<file path="config.mk">
export PLATFORM = sky130hd
export DESIGN_NAME = ccdo_core
export DESIGN_NICKNAME = d
export VERILOG_FILES = /design/src/core/ccdo_pkg.sv /design/src/core/ccdo_alu_if.sv /design/src/core/ccdo_core.sv /design/src/core/ccdo_alu.sv
export SDC_FILE = /design/constraint.sdc
export NUM_CORES = 1
export LEC_CHECK = 0
export BUFFER_PORTS_ARGS = -buffer_cell sky130_fd_sc_hd__buf_2
export CORE_MARGIN = 4
export CORE_UTILIZATION = 47
export DETAILED_ROUTE_END_ITERATION = 6
export PLACE_DENSITY = 0.81
export RECOVER_POWER = 25
export SYNTH_ARGS = -nofsm -noshare
export SYNTH_HDL_FRONTEND = slang
export SYNTH_SLANG_ARGS = --single-unit
</file>
<file path="constraint.sdc">
create_clock -name clk_in -period 1.8 [get_ports clk_in]
set_clock_uncertainty 0.05 [all_clocks]
set_input_delay 0.18 -clock clk_in [delete_from_list [all_inputs] [get_ports clk_in]]
set_output_delay 0.18 -clock clk_in [all_outputs]
set_load 0.02 [all_outputs]
</file>
<file path="src/core/ccdo_pkg.sv">
// constants and types shared by the clear/call/decrement execution block
package ccdo_pkg;
    localparam int DATA_W = 8;
    localparam int PC_W = 15;
    localparam int LATCH_W = 7;
    localparam int ADDR_W = 7;
    localparam int INSTR_W = 14;
    // instruction word layout: operation select, destination bit, address
    localparam int OPSEL_MSB = 13;
    localparam int OPSEL_LSB = 11;
    localparam int DEST_POS = 7;
    localparam int ADDR_MSB = 6;
    localparam int ADDR_LSB = 0;
    localparam logic [DATA_W-1:0] ZERO_BYTE = 8'h00;
    localparam logic [DATA_W-1:0] ONE_BYTE = 8'h01;
    localparam logic [PC_W-1:0] PC_STEP = 15'h0001;
    localparam logic [PC_W-1:0] PC_RESET = 15'h0000;
    localparam logic [ADDR_W-1:0] ADDR_RESET = 7'h00;
    localparam int CALL_CYCLES = 2;
    localparam int SKIP_CYCLES = 2;

    typedef enum logic [2:0] {
        OP_NONE   = 3'h0,
        OP_WDCLR  = 3'h1,
        OP_ACALL  = 3'h2,
        OP_INVERT = 3'h3,
        OP_CLRREG = 3'h4,
        OP_CLRACC = 3'h5,
        OP_DEC    = 3'h6,
        OP_DECSZ  = 3'h7
    } ccdo_op_t;

    typedef enum logic [1:0] {
        ST_IDLE = 2'h0,
        ST_CALL = 2'h1,
        ST_SKIP = 2'h2
    } ccdo_state_t;
endpackage

</file>
<file path="src/core/ccdo_alu_if.sv">
// carrier between the sequencer and the data path of the block
`timescale 1ns/100ps
interface ccdo_alu_if;
    import ccdo_pkg::*;
    ccdo_op_t          op;
    logic              dest;
    logic [DATA_W-1:0] operand;
    logic [DATA_W-1:0] result;
    logic              zero;
    logic              to_acc;
    logic              to_reg;
    logic              zero_we;

    modport seq (output op, dest, operand,
                 input result, zero, to_acc, to_reg, zero_we);
    modport alu (input op, dest, operand,
                 output result, zero, to_acc, to_reg, zero_we);
endinterface

</file>
<file path="src/core/ccdo_core.sv">
// execution of watchdog clear, call via accumulator, complement, clears
// and decrements for an 8-bit core
`timescale 1ns/100ps
module ccdo_core
    import ccdo_pkg::*;
(
    input  wire logic                       clk_in,
    input  wire logic                       reset_n_in,
    input  wire logic                       op_valid_in,
    input  wire logic [ccdo_pkg::INSTR_W-1:0] instr_in,
    input  wire logic [ccdo_pkg::DATA_W-1:0]  reg_data_in,
    input  wire logic [ccdo_pkg::DATA_W-1:0]  accum_in,
    input  wire logic [ccdo_pkg::PC_W-1:0]    pc_in,
    input  wire logic [ccdo_pkg::LATCH_W-1:0] counter_latch_in,
    output logic                            op_ready_out,
    output logic                            reg_we_out,
    output logic [ccdo_pkg::ADDR_W-1:0]     reg_addr_out,
    output logic                            acc_we_out,
    output logic [ccdo_pkg::DATA_W-1:0]     wr_data_out,
    output logic                            zero_we_out,
    output logic                            zero_val_out,
    output logic                            watchdog_clear_out,
    output logic                            expiry_flag_set_out,
    output logic                            sleep_entry_flag_set_out,
    output logic                            stack_push_out,
    output logic [ccdo_pkg::PC_W-1:0]       stack_head_out,
    output logic                            pc_load_out,
    output logic [ccdo_pkg::PC_W-1:0]       pc_load_val_out,
    output logic                            skip_next_out
);
    import ccdo_pkg::*;

    ccdo_alu_if alu_bus ();

    ccdo_alu u_alu (
        .alu_io (alu_bus.alu)
    );

    ccdo_state_t       state_q;
    ccdo_state_t       state_d;
    logic              ready_q;
    logic              reg_we_q;
    logic [ADDR_W-1:0] reg_addr_q;
    logic              acc_we_q;
    logic [DATA_W-1:0] wr_data_q;
    logic              zero_we_q;
    logic              zero_val_q;
    logic              wd_clr_q;
    logic              push_q;
    logic [PC_W-1:0]   head_q;
    logic              pc_load_q;
    logic [PC_W-1:0]   pc_val_q;
    logic [PC_W-1:0]   pc_val_d;
    logic              skip_q;

    // decode
    wire       take      = op_valid_in && ready_q;
    wire ccdo_op_t op_sel = ccdo_op_t'(instr_in[OPSEL_MSB:OPSEL_LSB]);
    wire       dest_bit  = instr_in[DEST_POS];
    wire [ADDR_W-1:0] addr_fld = instr_in[ADDR_MSB:ADDR_LSB];
    wire       do_call   = take && (op_sel == OP_ACALL);
    wire       do_wdclr  = take && (op_sel == OP_WDCLR);
    wire       do_dsz    = take && (op_sel == OP_DECSZ);
    wire       do_skip   = do_dsz && alu_bus.zero;
    wire [PC_W-1:0] ret_addr = PC_W'(pc_in + PC_STEP);
    wire [PC_W-1:0] call_tgt = {counter_latch_in, accum_in};

    assign alu_bus.op      = take ? op_sel : OP_NONE;
    assign alu_bus.dest    = dest_bit;
    assign alu_bus.operand = reg_data_in;

    // sequencer: only the call and a taken skip hold off the next op
    always_comb
    begin
        state_d = ST_IDLE;
        unique case (state_q)
            ST_IDLE:
            begin
                if (do_call)
                    state_d = ST_CALL;
                else if (do_skip)
                    state_d = ST_SKIP;
                else
                    state_d = ST_IDLE;
            end
            ST_CALL: state_d = ST_IDLE;
            ST_SKIP: state_d = ST_IDLE;
            default: state_d = ST_IDLE;
        endcase
    end

    // call target is caught at issue and driven out one cycle later
    assign pc_val_d = do_call ? call_tgt : pc_val_q;

    always_ff @(posedge clk_in or negedge reset_n_in)
    begin
        if (!reset_n_in)
        begin
            state_q   <= ST_IDLE;
            ready_q   <= 1'b0;
            pc_val_q  <= PC_RESET;
            pc_load_q <= 1'b0;
            skip_q    <= 1'b0;
        end
        else
        begin
            state_q   <= state_d;
            ready_q   <= (state_d == ST_IDLE);
            pc_val_q  <= pc_val_d;
            pc_load_q <= (state_q == ST_CALL);
            skip_q    <= do_skip;
        end
    end

    // write-back from the data path; status only where it is allowed
    always_ff @(posedge clk_in or negedge reset_n_in)
    begin
        if (!reset_n_in)
        begin
            reg_we_q   <= 1'b0;
            reg_addr_q <= ADDR_RESET;
            acc_we_q   <= 1'b0;
            wr_data_q  <= ZERO_BYTE;
            zero_we_q  <= 1'b0;
            zero_val_q <= 1'b0;
        end
        else
        begin
            reg_we_q   <= alu_bus.to_reg;
            reg_addr_q <= addr_fld;
            acc_we_q   <= alu_bus.to_acc;
            wr_data_q  <= alu_bus.result;
            zero_we_q  <= alu_bus.zero_we;
            zero_val_q <= alu_bus.zero;
        end
    end

    // side effects toward the watchdog and the return stack
    always_ff @(posedge clk_in or negedge reset_n_in)
    begin
        if (!reset_n_in)
        begin
            wd_clr_q <= 1'b0;
            push_q   <= 1'b0;
            head_q   <= PC_RESET;
        end
        else
        begin
            wd_clr_q <= do_wdclr;
            push_q   <= do_call;
            head_q   <= do_call ? ret_addr : head_q;
        end
    end

    assign op_ready_out             = ready_q;
    assign reg_we_out               = reg_we_q;
    assign reg_addr_out             = reg_addr_q;
    assign acc_we_out               = acc_we_q;
    assign wr_data_out              = wr_data_q;
    assign zero_we_out              = zero_we_q;
    assign zero_val_out             = zero_val_q;
    // one pulse clears counter and prescaler together and sets both flags
    assign watchdog_clear_out       = wd_clr_q;
    assign expiry_flag_set_out      = wd_clr_q;
    assign sleep_entry_flag_set_out = wd_clr_q;
    assign stack_push_out           = push_q;
    assign stack_head_out           = head_q;
    assign pc_load_out              = pc_load_q;
    assign pc_load_val_out          = pc_val_q;
    assign skip_next_out            = skip_q;

    wire take_inv     = take && (op_sel == OP_INVERT);
    wire take_clr_reg = take && (op_sel == OP_CLRREG);
    wire take_clr_acc = take && (op_sel == OP_CLRACC);
    wire take_dec     = take && (op_sel == OP_DEC);
endmodule

</file>
<file path="src/core/ccdo_alu.sv">
// data path: result, destination select and zero flag for one operation
`timescale 1ns/100ps
module ccdo_alu
    import ccdo_pkg::*;
(
    ccdo_alu_if.alu    alu_io
);
    wire is_inv     = (alu_io.op == OP_INVERT);
    wire is_clr_reg = (alu_io.op == OP_CLRREG);
    wire is_clr_acc = (alu_io.op == OP_CLRACC);
    wire is_dec     = (alu_io.op == OP_DEC) || (alu_io.op == OP_DECSZ);
    wire routed     = is_inv || is_dec;

    wire [DATA_W-1:0] dec_val = DATA_W'(alu_io.operand - ONE_BYTE);

    assign alu_io.result = is_inv  ? ~alu_io.operand :
                           is_dec  ? dec_val :
                           ZERO_BYTE;
    assign alu_io.zero = (alu_io.result == ZERO_BYTE);
    // skip variant never touches status
    assign alu_io.zero_we = is_inv || is_clr_reg || is_clr_acc ||
                            (alu_io.op == OP_DEC);
    assign alu_io.to_reg = is_clr_reg || (routed && alu_io.dest);
    assign alu_io.to_acc = is_clr_acc || (routed && !alu_io.dest);
endmodule

</file>
==> flow_summary.ini <==
[sta]
fmax_mhz = 569
drv_slew = 0
worst_pin_slew_ns = 1.15
period_needed_ns = 1.76
hold_viol_final = 0
relSlewSlack = 0.236
setup_slack_ns = 0.0423
setup_viol = 0
rsz0062_at_grt = no
layout_worst_path_cycle_share = 0.976

[critical_path]
cp.arrival_ns = 1.96
start_kind = flop
regToRegStartpoint = op_ready_out$_DFF_PN0_
slowest_delay_ns = 0.42
rr_worst_depth = 5
cp-startpoint = op_ready_out$_DFF_PN0_
cp_cell_sequence = nand2_1 > or3_4 > mux2i_4 > o211ai_1 > o22a_1
path_max_fanout = 4
critPathCaptureType = flop
worst_path_max_delay_cell = dfrtp_1
worst-setup-path-type = reg2reg
required_ns = 2.00

[route]
vias = 2302
routed-wl-met3_microns = 573
routedWlPerCell_microns = 14.0
drt-initial-drc-count = 89
vias_per_cell = 4.99
drc = 0
wl_met1_microns = 2710
final_antenna_net_count = 0
dr_wl_met2_microns = 3110
first_pass_iters = 4
routed_wl_microns = 6460
top_layer_used = met4

[die]
fp.dieH_microns = 81.9
ios = 111
coreArea_sq_um = 5200
initial_core_util = 0.494
dieArea_sq_um = 6710
die_width_microns = 81.9
fp-row-count = 26

[synth]
synth_area_per_cell_sq_um = 9.51
yosys.area.top_type = dfrtp_1
synthArstFlopShare = 1.00
syn_area_sq_um = 2570
synth_nets = 327
synth_area_leaders = dfrtp_1, nand2_1, xor2_1
synth-main-ff-cell = dfrtp_1
synth_edf_count = 0
ys_seq_area_frac = 0.546
synth_top_cell_area_share = 0.546
yosysWarnings = 0
synth_cell_types = 45
synthCells = 270
ys_ff_latch = 56

[clocking]
clock_latency_ns = 0.30
cts_tree = built
cts_root_buffer = clkbuf_8
cts_max_path_buffers = 2
path_clk_slew_ns = 0.10
cts.htree.levels = 2
cts_made_buffers = 5
clock-sinks = 56

[hold_path]
hold_path.class = in2reg
worstHoldStart = accum_in[6]
hold_depth = 3

[layout]
mostFrequentLayoutCells = buf_2, nand2_1, dfrtp_1, nor2_1, o21ai_0
fillers = 429
area_delta_synth_final_pct = 34.2
fin_nets = 447
final_common_cell = buf_2
diodes = 0
drive_gt1_frac = 0.353
utilization = 0.663

[placement]
globalplace.congestion = 0.796
portBuffers = 107
pre_cts_ws_ns = -0.00168
post-dp-hpwl_microns = 4930

[pwr]
leakage_nw = 1.82
ir_drop_uv = 478
pwr_density_cell_nw_per_um2 = 895

[global_route]
antenna_found_initial = 0
grt_use_total = 0.193
grt_pass1_vias = 2228
grt_pass1_wl_microns = 10100
overflow = 0
grt_max_degree = 41

[flow_run]
drv_cap = 0

[run_status]
outcome = complete, no violations
synthesized netlist by cell type (2+ instances only):
master / instances
a21oi_1: 5
a31oi_1: 2
and3_1: 7
and4b_1: 2
buf_2: 3
buf_4: 2
clkbuf_1: 7
dfrtp_1: 56
ha_1: 2
inv_1: 4
nand2_1: 78
nand3_1: 7
nand3b_1: 2
nand4_1: 4
nor2_1: 21
nor2b_1: 3
nor3_1: 3
nor4b_2: 2
o21ai_0: 16
o31ai_1: 2
xnor2_1: 8
xor2_1: 11
registers in the layout (all words and copies together) (netlist names):
| name | flops |
|---|---|
| acc_we_out | 1 |
| expiry_flag_set_out | 1 |
| op_ready_out | 1 |
| pc_load_out | 1 |
| pc_load_val_out | 15 |
| reg_addr_out | 7 |
| reg_we_out | 1 |
| skip_next_out | 1 |
| stack_head_out | 15 |
| stack_push_out | 1 |
| state_q | 2 |
| wr_data_out | 8 |
| zero_val_out | 1 |
| zero_we_out | 1 |
final cells by class:
class                   instances  area (sq um)  share of cell area
multi-input cells             194          1100               0.319
inverters                       6          22.5             0.00653
well taps                      70          87.6              0.0254
flip-flops and latches         56          1400               0.406
clock inverters                 2          38.8              0.0112
clock buffers                   6          82.6              0.0239
repair buffers                127           717               0.208
metrics by stage:
step / cells / power, mW / hold WS [ns] / area [sq um] / setup TNS, ns
after floorplan: 270 / 1.91 / -0.166 / 2570 / 0
after global placement: 445 / 2.21 / 0.117 / 3230 / 0
after detailed placement: 445 / 2.24 / 0.114 / 3230 / -0.00168
after global routing: 461 / 3.25 / 0.0102 / 3450 / 0
after CTS: 461 / 3.11 / 0.000226 / 3430 / 0
final: 461 / 3.09 / 0.00598 / 3450 / 0
where the power goes:
part / total, mW / internal [mW] / leakage (nW) / switching [mW]
sequential: 1.48 / 1.41 / 0.709 / 0.0709
combinational: 0.748 / 0.272 / 1.05 / 0.476
clock: 0.858 / 0.456 / 0.0614 / 0.403
layer usage:
| layer | track usage | vias up |
|---|---|---|
| met4 | 0.0349 | 0 |
| met1 | 0.245 | 1052 |
| li1 | - | 1134 |
| met5 | 0 | - |
| met2 | 0.338 | 108 |
| met3 | 0.0471 | 8 |
path summary, 6_finish.rpt:
kind | slack, ns | end
setup reg to reg | 0.04 | op_ready_out$_DFF_PN0_
setup / recovery | 0.04 | op_ready_out$_DFF_PN0_
min in group asynchronous | 0.57 | state_q[1]$_DFF_PN0_
hold / removal | 0.006 | pc_load_val_out[6]$_DFFE_PN0P_
max in group asynchronous | 0.35 | pc_load_val_out[14]$_DFFE_PN0P_
hold reg to reg | 0.40 | pc_load_out$_DFF_PN0_
kinds of logic (layout without fill, tap and decap cells):
logic type,count (synthesis),count (layout),synth area share
compound gates,34,34,0.0813
simple gates,138,138,0.261
xor+xnor,19,19,0.0648
flops,56,56,0.546
mux,1,1,0.00390
fa+ha+maj,2,2,0.00974
buf+inv,20,141,0.0341
worst max-delay path: cells and delay by family (launching register included):
family / cells / cell delay (ns)
AND/OR/NAND/NOR: 2 / 0.53
AO/OA/AOI/OAI: 2 / 0.49
flip-flops: 1 / 0.42
multiplexers: 1 / 0.21
what timing repair did:
| item | in CTS | in global routing |
|---|---|---|
| gates resized for setup | 0 | 3 |
| hold buffers | 8 | 0 |
| endpoints found under the hold margin | 26 | 0 |
| setup endpoints to repair | 0 | 4 |
| setup buffers | 0 | 0 |
Power figures use the tool's default switching activity.
